`src/shared/acd_pkg.sv`:
```
/*
  Constants for the auxiliary clock select and divide block: register byte
  addresses, field positions, reset values, source indices and start-up counts.
  Assumes a 32-bit register address and 32-bit read data.
*/
`default_nettype none

package acd_pkg;

  // ----------------------------------------------------------------
  // Register byte addresses
  // ----------------------------------------------------------------
  localparam logic [31:0] ADDR_TICK_DIV     = 32'h400480B0;
  localparam logic [31:0] ADDR_WDT_SEL      = 32'h400480D0;
  localparam logic [31:0] ADDR_WDT_UPD      = 32'h400480D4;
  localparam logic [31:0] ADDR_WDT_DIV      = 32'h400480D8;
  localparam logic [31:0] ADDR_CO_SEL       = 32'h400480E0;
  localparam logic [31:0] ADDR_CO_UPD       = 32'h400480E4;
  localparam logic [31:0] ADDR_CO_DIV       = 32'h400480E8;
  localparam logic [31:0] ADDR_CAP_LOW      = 32'h40048100;
  localparam logic [31:0] ADDR_CAP_HIGH     = 32'h40048104;

  // ----------------------------------------------------------------
  // Field layout
  // ----------------------------------------------------------------
  localparam int DIV_W       = 8;
  localparam int SEL_W       = 2;
  localparam int UPD_BIT     = 0;
  localparam int CNT_W       = DIV_W + 1;
  localparam int CAP_LOW_W   = 32;
  localparam int CAP_HIGH_W  = 10;
  // Low capture: port 0 at 11:0, port 1 at 23:12, port 2 pins 0..7 at 31:24
  localparam int CAP_P0_LSB  = 0;
  localparam int CAP_P1_LSB  = 12;
  localparam int CAP_P2_LSB  = 24;
  // High capture: port 2 pins 8..11 at 3:0, port 3 pins 0..5 at 9:4
  localparam int CAP_P2H_LSB = 0;
  localparam int CAP_P3_LSB  = 4;
  localparam int PIN_W       = 42;

  // ----------------------------------------------------------------
  // Reset values
  // ----------------------------------------------------------------
  localparam logic [DIV_W-1:0] DIV_RST = 8'h00;
  localparam logic [SEL_W-1:0] SEL_RST = 2'h0;
  localparam logic             UPD_RST = 1'h0;

  // ----------------------------------------------------------------
  // Source indices into the synchronised source vector
  // ----------------------------------------------------------------
  localparam int SRC_N        = 4;
  localparam int SRC_IRC      = 0;
  localparam int SRC_SYS_OSC  = 1;
  localparam int SRC_WDT_OSC  = 2;
  localparam int SRC_MAIN     = 3;

  // Watchdog select codes
  localparam logic [SEL_W-1:0] WSEL_IRC  = 2'h0;
  localparam logic [SEL_W-1:0] WSEL_MAIN = 2'h1;
  localparam logic [SEL_W-1:0] WSEL_WOSC = 2'h2;

  // Clock output select codes
  localparam logic [SEL_W-1:0] CSEL_IRC  = 2'h0;
  localparam logic [SEL_W-1:0] CSEL_SOSC = 2'h1;
  localparam logic [SEL_W-1:0] CSEL_WOSC = 2'h2;
  localparam logic [SEL_W-1:0] CSEL_MAIN = 2'h3;

  // ----------------------------------------------------------------
  // Channels and start-up
  // ----------------------------------------------------------------
  localparam int CH_N    = 3;
  localparam int CH_TICK = 0;
  localparam int CH_WDT  = 1;
  localparam int CH_CO   = 2;
  // Enabled cycles after reset release before the pin levels are captured
  localparam logic [1:0] CAP_SETTLE = 2'h2;

endpackage

`default_nettype wire

```
`src/design/acd_clock_gen.sv`:
```
/*
  Auxiliary clock select and divide block: tick timer clock divider, watchdog
  and clock-output source multiplexers with update handshake and dividers,
  and the two reset-time pin capture registers.
  Assumes all source clocks are much slower than i_clock (below 100 MHz), as
  they are sampled and rebuilt in the i_clock domain; pins are asynchronous.
*/
// Design decision made here: the strobed register port.
// Contract
// - A tick divider of zero stops the tick clock, and 1 to 255 divide the main clock by it.
// - Watchdog source code 00 is the RC oscillator, 01 the main clock, 10 the watchdog one.
// - A new watchdog source is applied only on a low-to-high change of its update bit.
// - A watchdog divider of zero gates its clock, and 1 to 255 divide the chosen source.
// - Output source code 00 is RC, 01 system, 10 watchdog oscillator and 11 the main clock.
// - A new output source is applied only on a low-to-high change of its update bit.
// - An output divider of zero gates the pin clock, and 1 to 255 divide the chosen source.
// - The low capture register holds reset-time pin levels of ports 0, 1 and 2 pins 0 to 7.
// - Its layout is port 0 in bits 11:0, port 1 in 23:12 and port 2 pins 0 to 7 in 31:24.
// - The high capture register holds reset-time levels of port 2 pins 8 to 11 and port 3.
// - Its bits 3:0 are port 2 pins 8 to 11, bits 9:4 port 3 pins 0 to 5, the rest zero.
`timescale 1ns/1ps
`default_nettype none

module acd_clock_gen
(
  // Clock, reset, enable
  input  wire logic                          i_clock,
  input  wire logic                          i_rst,
  input  wire logic                          i_clk_en,
  // Register port
  input  wire logic [31:0]                   i_addr,
  input  wire logic [31:0]                   i_wdata,
  input  wire logic                          i_wr,
  input  wire logic                          i_rd,
  output logic      [31:0]                   o_rdata,
  // Source clocks
  input  wire logic                          i_irc_clk,
  input  wire logic                          i_sys_osc_clk,
  input  wire logic                          i_wdt_osc_clk,
  input  wire logic                          i_main_clk,
  // Pins sampled at reset
  input  wire logic [11:0]                   i_port0,
  input  wire logic [11:0]                   i_port1,
  input  wire logic [11:0]                   i_port2,
  input  wire logic [5:0]                    i_port3,
  // Generated clocks
  output logic                               o_tick_clk,
  output logic                               o_wdt_clk,
  output logic                               o_clkout
);

  // ----------------------------------------------------------------
  // Synchronisers
  // ----------------------------------------------------------------
  logic [acd_pkg::SRC_N-1:0] src_meta_q;
  logic [acd_pkg::SRC_N-1:0] src_sync_q;
  logic [acd_pkg::PIN_W-1:0] pin_meta_q;
  logic [acd_pkg::PIN_W-1:0] pin_sync_q;
  wire  [acd_pkg::SRC_N-1:0] src_raw;
  wire  [acd_pkg::PIN_W-1:0] pin_raw;

  assign src_raw = {i_main_clk, i_wdt_osc_clk, i_sys_osc_clk, i_irc_clk};
  assign pin_raw = {i_port3, i_port2, i_port1, i_port0};

  always_ff @(posedge i_clock or posedge i_rst)
  begin
    if (i_rst)
    begin
      src_meta_q <= '0;
      src_sync_q <= '0;
      pin_meta_q <= '0;
      pin_sync_q <= '0;
    end
    else if (i_clk_en)
    begin
      src_meta_q <= src_raw;
      src_sync_q <= src_meta_q;
      pin_meta_q <= pin_raw;
      pin_sync_q <= pin_meta_q;
    end
  end

  // ----------------------------------------------------------------
  // Software registers
  // ----------------------------------------------------------------
  logic [acd_pkg::DIV_W-1:0]      tick_div_q;
  logic [acd_pkg::SEL_W-1:0]      wdt_sel_q;
  logic                           wdt_upd_q;
  logic [acd_pkg::DIV_W-1:0]      wdt_div_q;
  logic [acd_pkg::SEL_W-1:0]      co_sel_q;
  logic                           co_upd_q;
  logic [acd_pkg::DIV_W-1:0]      co_div_q;
  logic [acd_pkg::CAP_LOW_W-1:0]  cap_low_q;
  logic [acd_pkg::CAP_HIGH_W-1:0] cap_high_q;

  wire hit_tick_div = (i_addr == acd_pkg::ADDR_TICK_DIV);
  wire hit_wdt_sel  = (i_addr == acd_pkg::ADDR_WDT_SEL);
  wire hit_wdt_upd  = (i_addr == acd_pkg::ADDR_WDT_UPD);
  wire hit_wdt_div  = (i_addr == acd_pkg::ADDR_WDT_DIV);
  wire hit_co_sel   = (i_addr == acd_pkg::ADDR_CO_SEL);
  wire hit_co_upd   = (i_addr == acd_pkg::ADDR_CO_UPD);
  wire hit_co_div   = (i_addr == acd_pkg::ADDR_CO_DIV);
  wire hit_cap_low  = (i_addr == acd_pkg::ADDR_CAP_LOW);
  wire hit_cap_high = (i_addr == acd_pkg::ADDR_CAP_HIGH);

  wire wr_bit = i_wdata[acd_pkg::UPD_BIT];

  // Only a written one over a stored zero counts; a written zero just arms
  wire wdt_upd_rise = i_wr & hit_wdt_upd & wr_bit & ~wdt_upd_q;
  wire co_upd_rise  = i_wr & hit_co_upd & wr_bit & ~co_upd_q;

  always_ff @(posedge i_clock or posedge i_rst)
  begin
    if (i_rst)
    begin
      tick_div_q <= acd_pkg::DIV_RST;
      wdt_sel_q  <= acd_pkg::SEL_RST;
      wdt_upd_q  <= acd_pkg::UPD_RST;
      wdt_div_q  <= acd_pkg::DIV_RST;
      co_sel_q   <= acd_pkg::SEL_RST;
      co_upd_q   <= acd_pkg::UPD_RST;
      co_div_q   <= acd_pkg::DIV_RST;
    end
    else if (i_clk_en && i_wr)
    begin
      if (hit_tick_div)
        tick_div_q <= i_wdata[acd_pkg::DIV_W-1:0];
      if (hit_wdt_sel)
        wdt_sel_q <= i_wdata[acd_pkg::SEL_W-1:0];
      if (hit_wdt_upd)
        wdt_upd_q <= wr_bit;
      if (hit_wdt_div)
        wdt_div_q <= i_wdata[acd_pkg::DIV_W-1:0];
      if (hit_co_sel)
        co_sel_q <= i_wdata[acd_pkg::SEL_W-1:0];
      if (hit_co_upd)
        co_upd_q <= wr_bit;
      if (hit_co_div)
        co_div_q <= i_wdata[acd_pkg::DIV_W-1:0];
    end
  end

  // ----------------------------------------------------------------
  // Reset-time pin capture
  // ----------------------------------------------------------------
  // The pins need two enabled cycles to clear the synchroniser, so the
  // capture is taken once, after that settle time, and never again.
  logic [1:0] cap_wait_q;
  logic       cap_done_q;
  wire        cap_take = ~cap_done_q & (cap_wait_q == acd_pkg::CAP_SETTLE);

  always_ff @(posedge i_clock or posedge i_rst)
  begin
    if (i_rst)
    begin
      cap_wait_q <= 2'h0;
      cap_done_q <= 1'b0;
      cap_low_q  <= '0;
      cap_high_q <= '0;
    end
    else if (i_clk_en)
    begin
      if (!cap_done_q && !cap_take)
        cap_wait_q <= cap_wait_q + 2'h1;
      if (cap_take)
      begin
        cap_done_q <= 1'b1;
        cap_low_q[acd_pkg::CAP_P0_LSB +: 12] <= pin_sync_q[11:0];
        cap_low_q[acd_pkg::CAP_P1_LSB +: 12] <= pin_sync_q[23:12];
        cap_low_q[acd_pkg::CAP_P2_LSB +: 8]  <= pin_sync_q[31:24];
        cap_high_q[acd_pkg::CAP_P2H_LSB +: 4] <= pin_sync_q[35:32];
        cap_high_q[acd_pkg::CAP_P3_LSB +: 6]  <= pin_sync_q[41:36];
      end
    end
  end

  // ----------------------------------------------------------------
  // Read path
  // ----------------------------------------------------------------
  logic [31:0] rdata_q;
  wire  [31:0] rd_word =
    hit_tick_div ? {24'h0, tick_div_q} :
    hit_wdt_sel  ? {30'h0, wdt_sel_q} :
    hit_wdt_upd  ? {31'h0, wdt_upd_q} :
    hit_wdt_div  ? {24'h0, wdt_div_q} :
    hit_co_sel   ? {30'h0, co_sel_q} :
    hit_co_upd   ? {31'h0, co_upd_q} :
    hit_co_div   ? {24'h0, co_div_q} :
    hit_cap_low  ? cap_low_q :
    hit_cap_high ? {22'h0, cap_high_q} :
    32'h00000000;

  // Capture registers have no write decode, so they stay read-only
  always_ff @(posedge i_clock or posedge i_rst)
  begin
    if (i_rst)
      rdata_q <= 32'h00000000;
    else if (i_clk_en)
      rdata_q <= i_rd ? rd_word : 32'h00000000;
  end

  assign o_rdata = rdata_q;

  // ----------------------------------------------------------------
  // Source selection
  // ----------------------------------------------------------------
  // Reserved watchdog code gives no clock at all
  function automatic logic wdt_src(input logic [1:0] s, input logic [3:0] v);
    unique case (s)
      acd_pkg::WSEL_IRC:  wdt_src = v[acd_pkg::SRC_IRC];
      acd_pkg::WSEL_MAIN: wdt_src = v[acd_pkg::SRC_MAIN];
      acd_pkg::WSEL_WOSC: wdt_src = v[acd_pkg::SRC_WDT_OSC];
      default:            wdt_src = 1'b0;
    endcase
  endfunction

  function automatic logic co_src(input logic [1:0] s, input logic [3:0] v);
    unique case (s)
      acd_pkg::CSEL_IRC:  co_src = v[acd_pkg::SRC_IRC];
      acd_pkg::CSEL_SOSC: co_src = v[acd_pkg::SRC_SYS_OSC];
      acd_pkg::CSEL_WOSC: co_src = v[acd_pkg::SRC_WDT_OSC];
      acd_pkg::CSEL_MAIN: co_src = v[acd_pkg::SRC_MAIN];
    endcase
  endfunction

  // Pending selections, raised by the update handshake
  logic [acd_pkg::SEL_W-1:0] wdt_pend_sel_q;
  logic [acd_pkg::SEL_W-1:0] co_pend_sel_q;
  logic                      wdt_pend_q;
  logic                      co_pend_q;

  wire  [acd_pkg::SEL_W-1:0] sel_act_q [acd_pkg::CH_N];
  logic [acd_pkg::DIV_W-1:0] div_req   [acd_pkg::CH_N];
  logic [acd_pkg::SEL_W-1:0] sel_new   [acd_pkg::CH_N];
  wire  [acd_pkg::CH_N-1:0]  sel_pend;
  wire  [acd_pkg::CH_N-1:0]  lvl_act;
  wire  [acd_pkg::CH_N-1:0]  lvl_new;
  wire  [acd_pkg::CH_N-1:0]  apply;

  assign div_req[acd_pkg::CH_TICK] = tick_div_q;
  assign div_req[acd_pkg::CH_WDT]  = wdt_div_q;
  assign div_req[acd_pkg::CH_CO]   = co_div_q;
  assign sel_new[acd_pkg::CH_TICK] = acd_pkg::SEL_RST;
  assign sel_new[acd_pkg::CH_WDT]  = wdt_pend_sel_q;
  assign sel_new[acd_pkg::CH_CO]   = co_pend_sel_q;
  assign sel_pend = {co_pend_q, wdt_pend_q, 1'b0};

  assign lvl_act[acd_pkg::CH_TICK] = src_sync_q[acd_pkg::SRC_MAIN];
  assign lvl_new[acd_pkg::CH_TICK] = src_sync_q[acd_pkg::SRC_MAIN];
  assign lvl_act[acd_pkg::CH_WDT]  = wdt_src(sel_act_q[acd_pkg::CH_WDT], src_sync_q);
  assign lvl_new[acd_pkg::CH_WDT]  = wdt_src(wdt_pend_sel_q, src_sync_q);
  assign lvl_act[acd_pkg::CH_CO]   = co_src(sel_act_q[acd_pkg::CH_CO], src_sync_q);
  assign lvl_new[acd_pkg::CH_CO]   = co_src(co_pend_sel_q, src_sync_q);

  // A new rise while an older request is applied keeps the request alive
  always_ff @(posedge i_clock or posedge i_rst)
  begin
    if (i_rst)
    begin
      wdt_pend_q     <= 1'b0;
      co_pend_q      <= 1'b0;
      wdt_pend_sel_q <= acd_pkg::SEL_RST;
      co_pend_sel_q  <= acd_pkg::SEL_RST;
    end
    else if (i_clk_en)
    begin
      if (wdt_upd_rise)
      begin
        wdt_pend_q     <= 1'b1;
        wdt_pend_sel_q <= wdt_sel_q;
      end
      else if (apply[acd_pkg::CH_WDT])
        wdt_pend_q <= 1'b0;
      if (co_upd_rise)
      begin
        co_pend_q     <= 1'b1;
        co_pend_sel_q <= co_sel_q;
      end
      else if (apply[acd_pkg::CH_CO])
        co_pend_q <= 1'b0;
    end
  end

  // ----------------------------------------------------------------
  // Dividers
  // ----------------------------------------------------------------
  // Each source edge, rising or falling, advances a half-period count
  // 0..2N-1; the output is high for the first N, so any N keeps 50% duty
  // and N = 1 follows the source. Changes wait for the end of a low phase, or apply at once while gated or on a reserved watchdog source.
  wire  [acd_pkg::CH_N-1:0] out_q;

  genvar c;
  generate
    for (c = 0; c < acd_pkg::CH_N; c++)
    begin : g_div
      logic [acd_pkg::DIV_W-1:0] div_act_q;
      logic [acd_pkg::SEL_W-1:0] sel_q;
      logic [acd_pkg::CNT_W-1:0] cnt_q;
      logic                      prev_q;
      logic                      clk_q;

      wire                       gated   = (div_act_q == '0);
      wire                       src_edg = (lvl_act[c] != prev_q);
      wire [acd_pkg::CNT_W-1:0]  last    = {div_act_q, 1'b0} - 9'h001;
      wire                       at_end  = src_edg & (cnt_q == last);
      wire                       changed = (div_req[c] != div_act_q) | sel_pend[c];
      wire [acd_pkg::CNT_W-1:0]  cnt_nx  = at_end ? 9'h000 : cnt_q + 9'h001;

      // A reserved watchdog source has no phase end to wait for
      wire                       stuck   = (c == acd_pkg::CH_WDT) & (&sel_q);

      assign apply[c] = changed & (gated | at_end | stuck);
      assign sel_act_q[c] = sel_q;
      assign out_q[c]     = clk_q;

      always_ff @(posedge i_clock or posedge i_rst)
      begin
        if (i_rst)
        begin
          div_act_q    <= acd_pkg::DIV_RST;
          sel_q        <= acd_pkg::SEL_RST;
          cnt_q        <= '0;
          prev_q       <= 1'b0;
          clk_q        <= 1'b0;
        end
        else if (i_clk_en)
        begin
          if (apply[c])
          begin
            // Restart in the low phase so the first high lasts a full N
            div_act_q    <= div_req[c];
            sel_q        <= sel_pend[c] ? sel_new[c] : sel_q;
            prev_q       <= sel_pend[c] ? lvl_new[c] : lvl_act[c];
            cnt_q        <= {1'b0, div_req[c]};
            clk_q        <= 1'b0;
          end
          else
          begin
            prev_q <= lvl_act[c];
            if (!gated && src_edg)
            begin
              cnt_q    <= cnt_nx;
              clk_q    <= (cnt_nx < {1'b0, div_act_q});
            end
          end
        end
      end
    end
  endgenerate

  assign o_tick_clk = out_q[acd_pkg::CH_TICK];
  assign o_wdt_clk  = out_q[acd_pkg::CH_WDT];
  assign o_clkout   = out_q[acd_pkg::CH_CO];

endmodule

`default_nettype wire

```
`config.mk`:
```
export PLATFORM = sky130hd
export DESIGN_NAME = acd_clock_gen
export DESIGN_NICKNAME = d
export VERILOG_FILES = /design/src/shared/acd_pkg.sv /design/src/design/acd_clock_gen.sv
export SDC_FILE = /design/constraint.sdc
export NUM_CORES = 1
export LEC_CHECK = 0
export ABC_AREA = 0
export BUFFER_PORTS_ARGS = -buffer_cell sky130_fd_sc_hd__buf_2
export CORE_MARGIN = 2
export CORE_UTILIZATION = 30
export CTS_CLUSTER_DIAMETER = 100
export DETAILED_ROUTE_END_ITERATION = 8
export PLACE_DENSITY_LB_ADDON = 0.15
export SLEW_MARGIN = 10
export SYNTH_ARGS = -nofsm -noshare
export SYNTH_HDL_FRONTEND = slang
export SYNTH_SLANG_ARGS = --single-unit
```
`constraint.sdc`:
```
create_clock -name i_clock -period 9.95 [get_ports i_clock]
set_input_delay 1.4925 -clock i_clock [delete_from_list [all_inputs] [get_ports i_clock]]
set_output_delay 1.4925 -clock i_clock [all_outputs]
set_load 0.02 [all_outputs]
```
==> results.rst <==
.. list-table::
   :header-rows: 1

   * - Metric
     - Value
   * - Outcome
     - finished clean
   * - Mapped Area
     - 13000 um^2
   * - Setup repair after global routing missed its margin
     - false
   * - Post-route worst setup slack
     - 5.75 ns
   * - Post-DP Area
     - 14300 um^2
   * - DRT antenna net count
     - 0
   * - Max stage delay cell, worst path
     - and2_1
   * - TritonCTS clock tree
     - yes
   * - Most frequently used flop master after synthesis
     - dfrtp_1
   * - Endpoint arrival time on the critical path
     - 4.62 ns
   * - Vertical die dimension
     - 212 um
   * - Share of cell area taken by muxes after synthesis
     - 16.5%
   * - DRC violation count after routing
     - 0
   * - Dominant combinational cell family by area after synthesis
     - multiplexers
   * - Final setup TNS
     - 0 ns
   * - Count of input and output buffers
     - 125
   * - Die footprint
     - 45100 um^2
   * - Vias in the first global route
     - 9320
   * - Part of the Yosys area used for sequential elements
     - 51.1%
   * - Data required time at the worst endpoint
     - 10.36 ns
   * - Final Wtd Congestion
     - 0.794
   * - Hold-fix buffers, CTS
     - 0
   * - Max-cap viol count
     - 0
   * - Static power due to leakage
     - 6.95 nW
   * - Timing-limited maximum frequency
     - 238 MHz
   * - Peak supply drop
     - 109 uV
   * - Area of combinational cells with multiple inputs
     - 6000 um^2
   * - Total count of hold-check failures in the final report
     - 0
   * - Cts repair resizes
     - 0
   * - Number of enable-type register cells in the synthesized netlist
     - 0
   * - Via Count
     - 9244
   * - Part of the total power dissipated in combinational logic
     - 21.8%
   * - NumNets Final
     - 1379
   * - Post-synthesis cell type with the largest combined area
     - dfrtp_1
   * - CTS clock-pin slew for the worst setup and hold paths
     - 0.06 ns
   * - Internal cell power
     - 2.47 mW
   * - Pin count of the biggest net entering global routing
     - 132
   * - Clock insertion delay at the later pin of the skew report
     - 0.54 ns
   * - Detail Placement HPWL
     - 24200 um
   * - Buffer count from post-CTS setup fixing
     - 0
   * - Net switching component of the power
     - 1.05 mW
   * - Cell family with most CP delay
     - compound AO/OA/AOI/OAI gates
   * - Layout Cell Area excl Fill
     - 15500 um^2
   * - Relative contribution of sequential cells to total power
     - 41.8%
   * - P per Cell Area
     - 227 nW/um^2
   * - Fraction of power spent switching nets
     - 29.8%
   * - Initial Utilization
     - 30.3%
   * - Synthesis-to-finish area growth
     - 18.7%
   * - Xor and xnor fraction of the mapped netlist area
     - 4.90%
   * - Type of the worst min-delay path
     - reg -> reg
   * - Fillers
     - 4370
   * - Ys async rst share
     - 100%
   * - Number of warnings issued by yosys
     - 0
   * - Std cell rows
     - 76
   * - Startpoint-to-endpoint class of the critical path
     - reg -> reg
   * - Area fraction in and, or, nand and nor cells after synthesis
     - 10.7%
   * - Horiz. Die Dim
     - 212 um
   * - CP cell instances
     - inv_1 > ha_1 > and2_1 > o21ai_0 > o311ai_0 > a2111oi_0 > and2_1 > nor2_1 > ha_1 > a21o_1 > a211o_1 > o41ai_1
   * - Adder-Cell Fraction of Synth Area
     - 2.98%
   * - Final number of setup-violating endpoints
     - 0
   * - Maximum fanout count along the critical path
     - 23
   * - Slowest cell delay on critical path
     - 0.74 ns
   * - Clk buf depth
     - 3
   * - Compound-cell area share of the yosys netlist
     - 10.9%
   * - Critical path endpoint category
     - flop
   * - Via-to-Cell Ratio
     - 5.00
   * - Count of clock tree sinks
     - 266
   * - Number of buffer and inverter stages on the critical path
     - 1
   * - Routed wire length
     - 34700 um
   * - Fin. max-slew vios
     - 0
   * - Transition time of the tightest slew-check pin
     - 1.01 ns
   * - Share of the clock period used by the worst path
     - 42.2%
   * - Initial antenna violation count
     - 10
   * - Dpl ws
     - 5.29 ns
   * - Final worst clock skew
     - 0.0223 ns
   * - Count of cell types in the netlist
     - 75
   * - Number of cells produced by synthesis
     - 1109
   * - Fraction of layout cells with a size suffix above 1
     - 31.2%
   * - Area share of the leading cell type in the synthesized netlist
     - 51.1%
   * - Register area
     - 6660 um^2
   * - Worst max-slew margin expressed relative to the limit
     - 32.8%
   * - Drt initial violations
     - 455
   * - Area of the core region
     - 43000 um^2
   * - Grt total ovfl
     - 0
   * - Number of buffers inserted during clock tree synthesis
     - 34
   * - Post-Syn Area per Cell
     - 11.8 um^2
   * - Net count after synthesis
     - 1255
   * - Root Buffer Master
     - clkbuf_16
   * - Routed len/inst
     - 18.8 um
   * - FF+latch count, synth
     - 266
   * - Part of the power in the clock network
     - 36.3%
   * - Total routing usage reported by global routing
     - 15.8%
   * - Number of top-level design ports
     - 150
   * - Nature of the critical path startpoint
     - flop
   * - DRT Pass-1 Iters
     - 5
   * - Wire length of the first global-routing pass
     - 55000 um
   * - Total number of H-tree levels
     - 2
   * - Final critical delay including setup and external delays
     - 4.20 ns
   * - Top cells by area in the synthesized netlist
     - dfrtp_1 (51%), mux2_2 (15%), ha_1 (3.0%)
==> cell usage after synthesis, types with 12 or more instances <==
library cell,count
and3_1,13
xnor2_1,35
a22o_1,25
nor3_1,20
mux2_2,177
inv_1,44
a21oi_1,19
a21o_1,16
clkbuf_1,34
nor2_1,62
xor2_1,38
nand3_1,39
nand4_1,14
buf_2,12
nand2_1,39
nor2b_1,13
ha_1,31
dfrtp_1,266
o21ai_0,33
mux2i_1,13
==> state kept, by name, summed over array words and instances, names as in the netlist, 3 cells and up <==
name             count
cap_high_q          10
o_rdata             32
pin_sync_q          42
pin_meta_q          42
wdt_div_q            8
g_div.prev_q         3
co_div_q             8
g_div.div_act_q     24
g_div.sel_q          4
cap_low_q           32
tick_div_q           8
src_meta_q           4
g_div.cnt_q         27
src_sync_q           4
==> logic make-up (layout without fill, tap and decap cells) <==
logic type               Yosys count  count (layout)
AND/OR/NAND/NOR                  263             263
other                              0               5
adder cells (fa/ha/maj)           31              31
buffers and inverters             96             245
flip-flops                       266             266
XOR/XNOR                          73              73
multiplexers                     191             191
AO/OA/AOI/OAI                    189             189
==> power groups by stage <==
stage	combinational, mW	sequential [mW]	clock, mW
finish	0.768	1.47	1.28
detailed placement	0.772	1.49	0
global route	0.879	1.50	1.36
CTS	0.778	1.47	1.32
floorplan	0.624	1.42	0
global placement	0.758	1.49	0
==> final timing paths <==
| path | from | to | slack, ns | depth (start not counted) |
|---|---|---|---|---|
| max | g_div[0].div_act_q[0]$_DFFE_PP0P_ | o_tick_clk$_DFFE_PP0P_ | 5.75 | 12 |
| max in group asynchronous | i_rst | src_sync_q[2]$_DFFE_PP0P_ | 7.31 | 3 |
| min reg2reg | o_rdata[2]$_DFFE_PP0P_ | o_rdata[2]$_DFFE_PP0P_ | 0.48 | 1 |
| min | o_rdata[2]$_DFFE_PP0P_ | o_rdata[2]$_DFFE_PP0P_ | 0.48 | 1 |
| max reg2reg | g_div[0].div_act_q[0]$_DFFE_PP0P_ | o_tick_clk$_DFFE_PP0P_ | 5.75 | 12 |
| min in group asynchronous | i_rst | o_rdata[17]$_DFFE_PP0P_ | 1.11 | 2 |
==> worst register-to-register path, stage by stage (launching register included) <==
cell and delay (ns):
dfrtp_1 0.55, inv_1 0.12, ha_1 0.30, and2_1 0.18, o21ai_0 0.15, o311ai_0 0.15
a2111oi_0 0.66, and2_1 0.74, nor2_1 0.12, ha_1 0.32, a21o_1 0.16, a211o_1 0.31
o41ai_1 0.34
==> stage by stage <==
step	hold slack (ns)	utilization, %	cells	total power [mW]
floorplan	0.442	-	1109	2.04
global placement	0.461	33.3	1782	2.25
detailed placement	0.468	33.3	1782	2.26
CTS	0.481	36.0	1843	3.57
global route	0.488	36.0	1845	3.74
finish	0.477	36.0	1848	3.52
==> placed cells by master (no fill, tap or decap), drive strengths merged, types with 6 or more instances in the layout <==
cell type / Yosys / routed
nor2b: 13 / 13
a222oi: 6 / 6
inv: 45 / 46
and3: 13 / 13
a22oi: 8 / 8
nor3b: 6 / 6
a21o: 16 / 16
buf: 16 / 139
ha: 31 / 31
xor2: 38 / 38
a21oi: 19 / 19
nand4: 14 / 14
a22o: 25 / 25
nor2: 63 / 63
nand2b: 10 / 10
a221o: 7 / 7
o211ai: 6 / 6
o21ai: 36 / 36
mux2: 177 / 177
a2111oi: 8 / 8
dfrtp: 266 / 266
xnor2: 35 / 35
clkbuf: 35 / 48
nor3: 21 / 21
o221a: 7 / 7
nand3: 39 / 39
and2: 9 / 9
nand2: 39 / 39
o21a: 11 / 11
mux2i: 13 / 13
nor4: 12 / 12
==> layout make-up <==
cell class              instances  share of cell area [%]
clock buffers                  48                    6.30
inverters                      45                    1.14
multi-input cells             747                    38.7
diodes                          5                  0.0808
well taps                     585                    4.73
clock inverters                13                    1.29
flip-flops and latches        266                    43.0
repair buffers                139                    4.74
==> per-layer routing <==
metal	part of all wire [%]	up-vias	global-route usage, %	wire length (um)
met5	0.22	-	0	77
met4	2.7	12	5.50	946
met2	45	188	24.4	15600
met1	45	4679	21.2	15800
met3	6.6	64	4.65	2270
li1	-	4301	-	-
(Power assumes the default switching activity.)
